`src/srse_pkg.sv`:
```
package srse_pkg;
    // Register map, byte addresses on the APB
    localparam int          ADDR_W      = 8;
    localparam logic [7:0]  ADDR_CTRL   = 8'h00;
    localparam logic [7:0]  ADDR_STAGES = 8'h04;
    localparam logic [7:0]  ADDR_STATUS = 8'h08;

    // Control register fields
    localparam int          CTRL_W           = 5;
    localparam int          CTRL_RUN_EN_N    = 0;
    localparam int          CTRL_SHIFT_LOAD  = 1;
    localparam int          CTRL_SIGN_EXT_N  = 2;
    localparam int          CTRL_DATA_SEL    = 3;
    localparam int          CTRL_BUS_DRIVE_N = 4;
    // Hold, sign extend off, parallel terminals released
    localparam logic [4:0]  CTRL_RESET       = 5'h15;

    // Stage register read fields
    localparam int          STG_CASCADE = 8;

    // Status register fields
    localparam int          STAT_OE     = 0;
    localparam int          STAT_CLR_N  = 1;
    localparam int          STAT_CLK    = 2;

    // Stage count and reset values
    localparam int          STAGES      = 8;
    localparam logic [7:0]  STAGE_RESET = 8'h00;
    localparam int          SYNC_DEPTH  = 2;
endpackage

```
`src/srse_top.sv`:
```
`timescale 1ns/1ns
module srse_top #(
    parameter int N = 8
) (
    // System clock and reset
    input  wire logic         sys_clk_i,
    input  wire logic         srst_i,
    // APB slave
    input  wire logic [7:0]   paddr_i,
    input  wire logic         psel_i,
    input  wire logic         penable_i,
    input  wire logic         pwrite_i,
    input  wire logic [31:0]  pwdata_i,
    output logic      [31:0]  prdata_o,
    output logic              pready_o,
    output logic              pslverr_o,
    // Device pins
    input  wire logic         shift_clk_i,
    input  wire logic         async_clear_n_i,
    input  wire logic         serial_in_0_i,
    input  wire logic         serial_in_1_i,
    input  wire logic [N-1:0] parallel_io_i,
    output logic      [N-1:0] parallel_io_o,
    output logic      [N-1:0] parallel_io_oe_o,
    output logic              cascade_out_o
);
    logic [4:0]   ctrl_reg;
    logic [N-1:0] stage_reg;
    logic [N-1:0] next_val;
    logic [N-1:0] par_s;
    logic [3:0]   pins_s;
    logic         clk_s;
    logic         clr_n_s;
    logic         si0_s;
    logic         si1_s;
    logic         clk_d_reg;
    logic         clk_rise;
    logic         run_en_n;
    logic         shift_load;
    logic         sign_ext_n;
    logic         data_sel;
    logic         bus_drive_n;
    logic         load_sel;
    logic         oe_next;
    logic         oe_reg;
    logic [31:0]  prdata_reg;
    logic [31:0]  rd_next;
    logic         pready_reg;
    logic         pslverr_reg;
    logic         setup;
    logic         wr_done;

    // Address decode shared by error response and unmapped read check
    function automatic logic is_mapped(input logic [7:0] a);
        is_mapped = (a == srse_pkg::ADDR_CTRL) || (a == srse_pkg::ADDR_STAGES)
                 || (a == srse_pkg::ADDR_STATUS);
    endfunction

    // Pin synchronisers; bus terminals and control pins separately
    srse_sync #(
        .W       (N),
        .RST_VAL (srse_pkg::STAGE_RESET)
    ) u_par_sync (
        .sys_clk_i (sys_clk_i),
        .srst_i    (srst_i),
        .d_i       (parallel_io_i),
        .q_o       (par_s)
    );

    srse_sync #(
        .W       (4),
        .RST_VAL (4'h2)
    ) u_pin_sync (
        .sys_clk_i (sys_clk_i),
        .srst_i    (srst_i),
        .d_i       ({serial_in_1_i, serial_in_0_i, async_clear_n_i, shift_clk_i}),
        .q_o       (pins_s)
    );

    assign clk_s   = pins_s[0];
    assign clr_n_s = pins_s[1];
    assign si0_s   = pins_s[2];
    assign si1_s   = pins_s[3];

    // Device clock edge seen on the synchronised level
    always_ff @(posedge sys_clk_i) begin
        if (srst_i) begin
            clk_d_reg <= 1'b0;
        end else begin
            clk_d_reg <= clk_s;
        end
    end

    assign clk_rise = clk_s && !clk_d_reg;

    assign run_en_n    = ctrl_reg[srse_pkg::CTRL_RUN_EN_N];
    assign shift_load  = ctrl_reg[srse_pkg::CTRL_SHIFT_LOAD];
    assign sign_ext_n  = ctrl_reg[srse_pkg::CTRL_SIGN_EXT_N];
    assign data_sel    = ctrl_reg[srse_pkg::CTRL_DATA_SEL];
    assign bus_drive_n = ctrl_reg[srse_pkg::CTRL_BUS_DRIVE_N];
    assign load_sel    = !run_en_n && !shift_load;

    srse_next #(
        .N (N)
    ) u_next (
        .stage_i         (stage_reg),
        .par_i           (par_s),
        .serial_in_0_i   (si0_s),
        .serial_in_1_i   (si1_s),
        .shift_or_load_i (shift_load),
        .sign_extend_n_i (sign_ext_n),
        .data_select_i   (data_sel),
        .next_o          (next_val)
    );

    // Stage chain
    always_ff @(posedge sys_clk_i) begin
        if (srst_i) begin
            stage_reg <= srse_pkg::STAGE_RESET;
        end else if (!clr_n_s) begin
            stage_reg <= srse_pkg::STAGE_RESET;
        end else if (clk_rise && !run_en_n) begin
            stage_reg <= next_val;
        end
    end

    // Terminal drive, released for load or when bus_drive_n is high
    assign oe_next = !bus_drive_n && !load_sel;

    always_ff @(posedge sys_clk_i) begin
        if (srst_i) begin
            oe_reg <= 1'b0;
        end else begin
            oe_reg <= oe_next;
        end
    end

    assign parallel_io_o    = stage_reg;
    assign parallel_io_oe_o = {N{oe_reg}};
    assign cascade_out_o    = stage_reg[N-1];

    // APB: answer in the first cycle of the access phase, never stretched
    assign setup   = psel_i && !penable_i;
    assign wr_done = psel_i && penable_i && pready_reg && pwrite_i;

    always_ff @(posedge sys_clk_i) begin
        if (srst_i) begin
            ctrl_reg <= srse_pkg::CTRL_RESET;
        end else if (wr_done && (paddr_i == srse_pkg::ADDR_CTRL)) begin
            ctrl_reg <= pwdata_i[srse_pkg::CTRL_W-1:0];
        end
    end

    always_comb begin
        rd_next = 32'h0000_0000;
        case (paddr_i)
            srse_pkg::ADDR_CTRL: begin
                rd_next[srse_pkg::CTRL_W-1:0] = ctrl_reg;
            end
            srse_pkg::ADDR_STAGES: begin
                rd_next[N-1:0] = stage_reg;
                rd_next[srse_pkg::STG_CASCADE] = stage_reg[N-1];
            end
            srse_pkg::ADDR_STATUS: begin
                rd_next[srse_pkg::STAT_OE] = oe_reg;
                rd_next[srse_pkg::STAT_CLR_N] = clr_n_s;
                rd_next[srse_pkg::STAT_CLK] = clk_s;
            end
            default: begin
                rd_next = 32'h0000_0000;
            end
        endcase
    end

    always_ff @(posedge sys_clk_i) begin
        if (srst_i) begin
            pready_reg  <= 1'b0;
            pslverr_reg <= 1'b0;
            prdata_reg  <= 32'h0000_0000;
        end else begin
            pready_reg  <= setup;
            pslverr_reg <= setup && !is_mapped(paddr_i);
            if (setup && !pwrite_i) begin
                prdata_reg <= rd_next;
            end
        end
    end

    assign prdata_o  = prdata_reg;
    assign pready_o  = pready_reg;
    assign pslverr_o = pslverr_reg;

    // Checks
    load_capture_a: assert property (@(posedge sys_clk_i) disable iff (srst_i)
        (clk_rise && load_sel && clr_n_s) |=> (stage_reg == $past(par_s)))
        else $error("parallel load did not capture the terminals");

    serial_pick_a: assert property (@(posedge sys_clk_i) disable iff (srst_i)
        (clk_rise && !run_en_n && shift_load && sign_ext_n && clr_n_s)
        |=> (stage_reg[0] == $past(data_sel ? si1_s : si0_s)))
        else $error("wrong serial input entered the first stage");

    cascade_shift_a: assert property (@(posedge sys_clk_i) disable iff (srst_i)
        (clk_rise && !run_en_n && shift_load && clr_n_s)
        |=> (cascade_out_o == $past(stage_reg[N-2])))
        else $error("cascade output did not take the seventh stage");

    sign_hold_a: assert property (@(posedge sys_clk_i) disable iff (srst_i)
        (clk_rise && !run_en_n && shift_load && !sign_ext_n && clr_n_s)
        |=> (stage_reg == {$past(stage_reg[N-2:0]), $past(stage_reg[0])}))
        else $error("sign extend did not repeat the first stage");

    shift_body_a: assert property (@(posedge sys_clk_i) disable iff (srst_i)
        (clk_rise && !run_en_n && shift_load && clr_n_s)
        |=> (stage_reg[N-1:1] == $past(stage_reg[N-2:0])))
        else $error("stages did not move one place on shift");

    hold_stable_a: assert property (@(posedge sys_clk_i) disable iff (srst_i)
        (run_en_n && clr_n_s) |=> $stable(stage_reg))
        else $error("contents changed while held");

    edge_only_a: assert property (@(posedge sys_clk_i) disable iff (srst_i)
        (!clk_rise && clr_n_s) |=> $stable(stage_reg))
        else $error("contents changed without a device clock rise");

    clear_force_a: assert property (@(posedge sys_clk_i) disable iff (srst_i)
        !clr_n_s |=> (stage_reg == srse_pkg::STAGE_RESET) && !cascade_out_o)
        else $error("clear did not empty the stages");

    load_release_a: assert property (@(posedge sys_clk_i) disable iff (srst_i)
        load_sel |=> (parallel_io_oe_o == '0))
        else $error("terminals driven during load");

    drive_off_a: assert property (@(posedge sys_clk_i) disable iff (srst_i)
        bus_drive_n |=> (parallel_io_oe_o == '0))
        else $error("terminals driven while released");

    clear_load_a: assert property (@(posedge sys_clk_i) disable iff (srst_i)
        (load_sel && !clr_n_s) |=> (parallel_io_oe_o == '0) && (stage_reg == '0))
        else $error("load under clear drove terminals or kept data");

    readback_a: assert property (@(posedge sys_clk_i) disable iff (srst_i)
        (!bus_drive_n && !load_sel) |=> (parallel_io_oe_o == '1)
            && (parallel_io_o == stage_reg))
        else $error("stored bits not driven onto the terminals");

    cascade_load_a: assert property (@(posedge sys_clk_i) disable iff (srst_i)
        (clk_rise && load_sel && clr_n_s) |=> (cascade_out_o == $past(par_s[N-1])))
        else $error("cascade output did not follow the loaded last bit");

    cascade_hold_a: assert property (@(posedge sys_clk_i) disable iff (srst_i)
        (run_en_n && clr_n_s) |=> $stable(cascade_out_o))
        else $error("cascade output changed while held");

    release_shift_a: assert property (@(posedge sys_clk_i) disable iff (srst_i)
        (clk_rise && !run_en_n && shift_load && bus_drive_n && clr_n_s)
        |=> (stage_reg[N-1:1] == $past(stage_reg[N-2:0])))
        else $error("shifting stopped while terminals released");

    read_stage_a: assert property (@(posedge sys_clk_i) disable iff (srst_i)
        (psel_i && !penable_i && !pwrite_i && (paddr_i == srse_pkg::ADDR_STAGES))
        |=> (prdata_o[N-1:0] == $past(stage_reg))
            && (prdata_o[srse_pkg::STG_CASCADE] == $past(cascade_out_o)))
        else $error("stage read did not return the contents");

    // Bus answer and reset checks
    ready_answer_a: assert property (@(posedge sys_clk_i) disable iff (srst_i)
        (psel_i && !penable_i) |=> pready_o)
        else $error("setup cycle not answered in the next cycle");

    ready_pulse_a: assert property (@(posedge sys_clk_i) disable iff (srst_i)
        pready_o |=> !pready_o)
        else $error("ready stretched beyond one cycle");

    error_ready_a: assert property (@(posedge sys_clk_i) disable iff (srst_i)
        pslverr_o |-> pready_o)
        else $error("error response without ready");

    ctrl_write_a: assert property (@(posedge sys_clk_i) disable iff (srst_i)
        (psel_i && penable_i && pready_o && pwrite_i && (paddr_i == srse_pkg::ADDR_CTRL))
        |=> (ctrl_reg == $past(pwdata_i[srse_pkg::CTRL_W-1:0])))
        else $error("control write did not land");

    unmapped_read_a: assert property (@(posedge sys_clk_i) disable iff (srst_i)
        (psel_i && !penable_i && !pwrite_i && !is_mapped(paddr_i))
        |=> pslverr_o && (prdata_o == 32'h0000_0000))
        else $error("unmapped read not refused");

    reset_value_a: assert property (@(posedge sys_clk_i)
        srst_i |=> (ctrl_reg == srse_pkg::CTRL_RESET) && (stage_reg == srse_pkg::STAGE_RESET)
            && !oe_reg && !pready_o)
        else $error("reset values not taken");
endmodule

```
`src/srse_sync.sv`:
```
`timescale 1ns/1ns
// Two-flop synchroniser for pins from outside the clock domain
module srse_sync #(
    parameter int           W       = 1,
    parameter logic [W-1:0] RST_VAL = '0
) (
    // Clock and reset
    input  wire logic         sys_clk_i,
    input  wire logic         srst_i,
    // Asynchronous level in, synchronised level out
    input  wire logic [W-1:0] d_i,
    output logic      [W-1:0] q_o
);
    logic [W-1:0] meta_reg;
    logic [W-1:0] q_reg;

    always_ff @(posedge sys_clk_i) begin
        if (srst_i) begin
            meta_reg <= RST_VAL;
            q_reg    <= RST_VAL;
        end else begin
            meta_reg <= d_i;
            q_reg    <= meta_reg;
        end
    end

    assign q_o = q_reg;
endmodule

```
`src/srse_next.sv`:
```
`timescale 1ns/1ns
// Next contents of the stage chain for load, shift and sign extend
module srse_next #(
    parameter int N = 8
) (
    // Present contents and data sources
    input  wire logic [N-1:0] stage_i,
    input  wire logic [N-1:0] par_i,
    input  wire logic         serial_in_0_i,
    input  wire logic         serial_in_1_i,
    // Mode selects
    input  wire logic         shift_or_load_i,
    input  wire logic         sign_extend_n_i,
    input  wire logic         data_select_i,
    // Result
    output logic      [N-1:0] next_o
);
    logic first_in;

    always_comb begin
        if (!sign_extend_n_i) begin
            first_in = stage_i[0];
        end else if (data_select_i) begin
            first_in = serial_in_1_i;
        end else begin
            first_in = serial_in_0_i;
        end
    end

    always_comb begin
        if (!shift_or_load_i) begin
            next_o = par_i;
        end else begin
            next_o = {stage_i[N-2:0], first_in};
        end
    end
endmodule

```
`config.mk`:
```
export PLATFORM = sky130hd
export DESIGN_NAME = srse_top
export DESIGN_NICKNAME = d
export VERILOG_FILES = /design/src/srse_pkg.sv /design/src/srse_top.sv /design/src/srse_sync.sv /design/src/srse_next.sv
export SDC_FILE = /design/constraint.sdc
export NUM_CORES = 1
export LEC_CHECK = 0
export BUFFER_PORTS_ARGS = -buffer_cell sky130_fd_sc_hd__clkbuf_2
export CORE_MARGIN = 4
export CORE_UTILIZATION = 48
export CTS_CLUSTER_SIZE = 14
export DETAILED_ROUTE_END_ITERATION = 8
export PLACE_DENSITY = 0.84
export SYNTH_ARGS = -nofsm -noshare
export SYNTH_HDL_FRONTEND = slang
export SYNTH_SLANG_ARGS = --single-unit
```
`constraint.sdc`:
```
create_clock -name sys_clk_i -period 2.15 [get_ports sys_clk_i]
set_input_delay 0.43 -clock sys_clk_i [delete_from_list [all_inputs] [get_ports sys_clk_i]]
set_output_delay 0.43 -clock sys_clk_i [all_outputs]
set_load 0.005 [all_outputs]
```
Word-level counts from Yosys, hierarchy flattened
Index checks and enable logic that the tools add are counted.

Equality and inequality tests: 3. Mux-type cells: 6. Bitwise gates (word level): 1. Reduce and logical (&&, ||, !) cells: 24.

Operators by type and width (count): $logic_and 1x1->1 (11); $pmux 3 s3 (1); $eq 8x3->1 const B (1); $eq 8x4->1 const B (1); $logic_not 1->1 (8); $logic_not 8->1 (1); $mux 8 (1); $mux 4 (1); $pmux 2 s2 (1); $logic_or 1x1->1 (2); $mux 1 (2); $ne 2x1->1 const B (1); $reduce_and 2->1 (1); $reduce_or 2->1 (1); $not 1->1 (1).

Bits in registers: 50. Input bits: 57. Output and inout bits: 51.

Longest topological paths before layout
Depth in word-level cells: 5. Gate-level depth with buffers: 5. Depth with buffers taken out: 3.

Modules after synthesis
A second synthesis with hierarchy kept.

Cells, all modules: 201. Area total of the unflattened synthesis: 2104.5 um2.

By module, submodules not included: srse_top (times used 1, cells an instance 140, area each 1310.0 um2); srse_sync at u_par_sync (times used 1, cells an instance 33, area each 464.2 um2); srse_sync at u_pin_sync (times used 1, cells an instance 16, area each 210.2 um2); srse_next (times used 1, cells an instance 12, area each 120.1 um2).

Worst setup path before layout
No wires, ideal clock.

Kind: input-to-reg. Start point: input port paddr_i[3]. End point: register ctrl_reg[0]. Library setup time: 72 ps. Arrival time: 1342 ps. Required time: 2078 ps. Setup slack: 737 ps. Stages: 5. Path buffers: 2. Cells stage by stage: buf_2 -> nor3_1 -> and4_1 -> buf_6 -> mux2i_1.

Longest elaborated chain between the ends: 2.

RTL lines: from (decl) (RTL line srse_top.sv:9) `input wire logic [7:0] paddr_i,`; $logic_not 8->1 (RTL line srse_top.sv:149) `end else if (wr_done && (paddr_i == srse_pkg::ADDR_CTRL)) begin`; $logic_and 1x1->1 (RTL line srse_top.sv:149); to (signal assigned) (RTL line srse_top.sv:148) `ctrl_reg <= srse_pkg::CTRL_RESET;`; to (signal assigned) (RTL line srse_top.sv:150) `ctrl_reg <= pwdata_i[srse_pkg::CTRL_W-1:0];`; to (decl) (RTL line srse_top.sv:27) `logic [4:0] ctrl_reg;`.

Every way passes these cells. A chain may end at the register's enable or synchronous reset.

Final worst setup path
Start point: register oe_reg. End point: output port parallel_io_oe_o[3].

RTL lines: from (decl) (RTL line srse_top.sv:45) `logic oe_reg;`; from (signal assigned) (RTL line srse_top.sv:134) `oe_reg <= oe_next;`; to (decl) (RTL line srse_top.sv:24) `output logic [N-1:0] parallel_io_oe_o,`.

No word-level cell between the ends.

==> flow_summary.html <==
<table>
<tr><th>Metric</th><th>Value</th></tr>
<tr><th colspan="2">Logic synthesis</th></tr>
<tr><td>Synthesized cell area</td><td>0.002111 mm2</td></tr>
<tr><td>Number of storage elements in the synthesis netlist</td><td>49</td></tr>
<tr><td>Cell types occupying the most area after synthesis</td><td>dfxtp_1 (46%), buf_4 (12%), mux2i_1 (7.6%), nor2b_1 (7.1%), a211oi_1 (2.8%)</td></tr>
<tr><td>Warnings, synthesis</td><td>0</td></tr>
<tr><td>Part of the Yosys area used for sequential elements</td><td>0.4647</td></tr>
<tr><td>Unique cell type count in the Yosys netlist</td><td>34</td></tr>
<tr><td>Top cell type by total area after synthesis</td><td>dfxtp_1</td></tr>
<tr><td>Area share of the largest cell type after synthesis</td><td>0.4647</td></tr>
<tr><td>Post-synthesis area per instance</td><td>10.20 um2</td></tr>
<tr><td>Synthesized instance count</td><td>207</td></tr>
<tr><th colspan="2">Placement</th></tr>
<tr><td>Placement Cell Area</td><td>between 0.002 and 0.0025 mm2</td></tr>
<tr><td>HPWL reported at the end of detailed placement</td><td>2.796 mm</td></tr>
<tr><td>Port Buffers</td><td>between 50 and 60</td></tr>
<tr><td>Placer's final routability congestion estimate</td><td>0.8654</td></tr>
<tr><th colspan="2">Worst setup path</th></tr>
<tr><td>Top delay family on crit path</td><td>flip-flops</td></tr>
<tr><td>Largest fanout on the critical path</td><td>9</td></tr>
<tr><td>Data required time of the critical path</td><td>~1.7 ns</td></tr>
<tr><td>Crit. End Element</td><td>primary output</td></tr>
<tr><td>Critical path startpoint</td><td>oe_reg</td></tr>
<tr><td>Path type of the worst setup path</td><td>register to primary output</td></tr>
<tr><td>Setup slack, reg-to-reg</td><td>around 0.85 ns</td></tr>
<tr><td>FF-to-FF Start</td><td>ctrl_reg[1]</td></tr>
<tr><td>Crit path largest cell delay</td><td>between 0.4 and 0.5 ns</td></tr>
<tr><td>WP buf/inv</td><td>1</td></tr>
<tr><td>Worst reg2reg endpoint</td><td>parallel_io_o[0]</td></tr>
<tr><td>Cells on worst reg2reg path</td><td>3</td></tr>
<tr><td>Chain of cells forming the critical path</td><td>clkbuf_2</td></tr>
<tr><td>Worst setup SP type</td><td>register</td></tr>
<tr><td>Arrival @ worst endpoint</td><td>0.92 ns</td></tr>
<tr><td>Crit-path slowest cell</td><td>dfxtp_1</td></tr>
<tr><th colspan="2">Finish</th></tr>
<tr><td>Area of the multi-input gates</td><td>about 890 um2</td></tr>
<tr><td>Diodes inserted</td><td>0</td></tr>
<tr><td>Register area</td><td>980.9 um2</td></tr>
<tr><td>Area delta synth-&gt;final</td><td>11.03%</td></tr>
<tr><td>Filler cells</td><td>372</td></tr>
<tr><td>Leading cell types in the layout, fill and taps excluded</td><td>clkbuf_2 (57), dfxtp_1 (49), nor2b_1 (24)</td></tr>
<tr><td>Fin area</td><td>roughly 0.0023 mm2</td></tr>
<tr><td>Leading cell type in the layout, fill and taps excluded</td><td>clkbuf_2</td></tr>
<tr><td>Layout cell share with drive strength beyond 1</td><td>0.3135</td></tr>
<tr><td>Post-layout nets</td><td>between 300 and 400</td></tr>
<tr><th colspan="2">Floorplanning</th></tr>
<tr><td>Overall die width</td><td>between 70 and 80 um</td></tr>
<tr><td>DIE AREA</td><td>0.005523 mm2</td></tr>
<tr><td># rows</td><td>23</td></tr>
<tr><td>IO Count</td><td>about 110</td></tr>
<tr><td>Placeable Area</td><td>roughly 0.004 mm2</td></tr>
<tr><td>Effective utilization at floorplan</td><td>0.5129</td></tr>
<tr><td>Die Y</td><td>74.32 um</td></tr>
<tr><th colspan="2">Worst hold path</th></tr>
<tr><td>Hold path startpoint</td><td>async_clear_n_i</td></tr>
<tr><td>Hold Path Stages</td><td>2</td></tr>
<tr><td>Worst Hold Class</td><td>input port to register</td></tr>
<tr><td>Hold EP</td><td>u_pin_sync.meta_reg[1]</td></tr>
<tr><th colspan="2">Clock tree</th></tr>
<tr><td>Clock root buffer master</td><td>clkbuf_8</td></tr>
<tr><td>Post_cts resized</td><td>0</td></tr>
<tr><td>Buffer count from post-CTS setup fixing</td><td>0</td></tr>
<tr><td>Clock transition at the registers of the reported paths</td><td>0.08 ns</td></tr>
<tr><td>Clock sink total</td><td>49</td></tr>
<tr><td>Clock tree from TritonCTS</td><td>done</td></tr>
<tr><td>Hold_buf cts</td><td>0</td></tr>
<tr><td>Worst-Skew Late Latency</td><td>0.30 ns</td></tr>
<tr><td>Maximum root-to-sink buffer count</td><td>2</td></tr>
<tr><td>CTS HTree Levels</td><td>2</td></tr>
<tr><td>Clock buffer count from CTS</td><td>5</td></tr>
<tr><th colspan="2">STA</th></tr>
<tr><td>Final clock skew</td><td>0.009338 ns</td></tr>
<tr><td>Final critical-path required period</td><td>around 1.3 ns</td></tr>
<tr><td>Worst-case headroom to the max-slew limit</td><td>0.6096</td></tr>
<tr><td>RSZ-0062 raised after global routing</td><td>no</td></tr>
<tr><td>Transition time of the tightest slew-check pin</td><td>0.5847 ns</td></tr>
<tr><td>Final Slew Violations</td><td>0</td></tr>
<tr><td>Final setup violation count</td><td>0</td></tr>
<tr><td>Final period utilization</td><td>0.6270</td></tr>
<tr><td>Fmax</td><td>741.8 MHz</td></tr>
<tr><td>Fin Setup TNS</td><td>0 ns</td></tr>
<tr><td>Hold Fails Final Rpt</td><td>0</td></tr>
<tr><th colspan="2">Global route</th></tr>
<tr><td>First-pass GRT wire length</td><td>5.589 mm</td></tr>
<tr><td>Number of antenna violations at the first check in global routing</td><td>0</td></tr>
<tr><td>Congestion Overflow GR</td><td>0</td></tr>
<tr><td>Largest net degree at the start of global routing</td><td>48</td></tr>
<tr><td>Global router's overall resource usage</td><td>0.1341</td></tr>
<tr><td>Via count of the first global-routing pass</td><td>1300</td></tr>
<tr><th colspan="2">Drt</th></tr>
<tr><td>Vias after detailed routing</td><td>around 1400</td></tr>
<tr><td>Detailed-route vias per instance</td><td>4.748</td></tr>
<tr><td>Drt initial violations</td><td>46</td></tr>
<tr><td>Number of DRC violations after detailed routing</td><td>0</td></tr>
<tr><td>Detailed-router iteration count before antenna repair</td><td>4</td></tr>
<tr><td>Wirelength, routed</td><td>3.657 mm</td></tr>
<tr><td>Routed wire length per instance</td><td>12.11 um</td></tr>
<tr><td>Antenna Violating Nets Remaining</td><td>0</td></tr>
<tr><th colspan="2">Power and ir drop</th></tr>
<tr><td>Power density over the cells</td><td>682.1 mW/mm2</td></tr>
<tr><td>Lkg Pwr</td><td>~1 nW</td></tr>
<tr><td>Worst ir drop on vdd</td><td>402.8 uV</td></tr>
<tr><th colspan="2">Status</th></tr>
<tr><td>Result of the run</td><td>complete, no violations</td></tr>
<tr><th colspan="2">Run</th></tr>
<tr><td>Max-cap check violation count</td><td>0</td></tr>
</table>
metal layers:
metal	up-vias	GRT usage	part of all wire
met5	-	0	0
met3	7	0.04459	0.084
met1	651	0.1531	0.40
met2	46	0.2293	0.50
li1	730	-	-
met4	0	0.05731	0.016
Yosys cell counts:
master and count:
nor2b_1 24, buf_1 1, nor4b_1 1, a2bb2oi_1 3
buf_2 4, or3b_1 1, clkbuf_1 4, nor3_1 1
and4_1 1, buf_4 34, dfxtp_1 49, a211oi_1 8
mux2i_1 16, nand3b_1 3, and4b_1 1, nor3b_1 2
a211o_1 1, o41ai_2 3, nand4_1 5, nand2_2 1
nor4_4 1, buf_6 2, conb_1 1, and2_1 1
o31ai_1 1, nand2b_1 6, inv_1 1, nand2_1 6
a21oi_1 5, or2_2 2, o21a_1 1, nor2_1 13
nor3b_2 1, mux2_2 3
per-stage QoR:
stage                     worst slack [ns]  hold slack [ns]  power [W]  cells  utilization
after floorplan                     0.7366           0.3895   0.001056    229            -
after global placement              0.5390           0.3920   0.001061    294       0.5461
after detailed placement            0.4901           0.3975   0.001064    294       0.5461
after CTS                           0.7754           0.2981   0.001620    302       0.5695
after global routing                0.6808           0.3110   0.001668    302       0.5695
final                               0.8019           0.3098   0.001599    302       0.5695
area by class of cell:
type | count | share of cell area
clock buffers | 6 | 0.03524
clock inverters | 2 | 0.005873
inverters | 1 | 0.001602
multi-input cells | 134 | 0.3807
flip-flops and latches | 49 | 0.4186
well taps | 50 | 0.02670
repair buffers | 60 | 0.1313
worst max-delay path by stage:
stage,endpoint,slack [ns],cells past startpoint
after floorplan,ctrl_reg[0],0.74,5
after global placement,ctrl_reg[3],0.54,4
after detailed placement,ctrl_reg[1],0.49,4
after CTS,parallel_io_oe_o[3],0.78,1
after global routing,ctrl_reg[1],0.68,4
final,parallel_io_oe_o[3],0.80,1
power breakdown:
| group | switching (W) | internal [W] | total (W) |
|---|---|---|---|
| clock network | 0.000296 | 0.000261 | 0.000556 |
| registers | 0.00000525 | 0.000929 | 0.000935 |
| logic | 0.0000571 | 0.0000504 | 0.000108 |
| total | 0.000358 | 0.00124 | 0.00160 |
cell families after synthesis:
logic type / after synthesis / share of synthesized area
and+or+nand+nor: 70 / 0.2027
DFF: 49 / 0.4647
buffers and inverters: 46 / 0.1517
AOI/OAI and AO/OA: 22 / 0.08714
muxes: 19 / 0.09188
other: 1 / 0.001777
No activity file was read; power rests on OpenSTA's default activity.
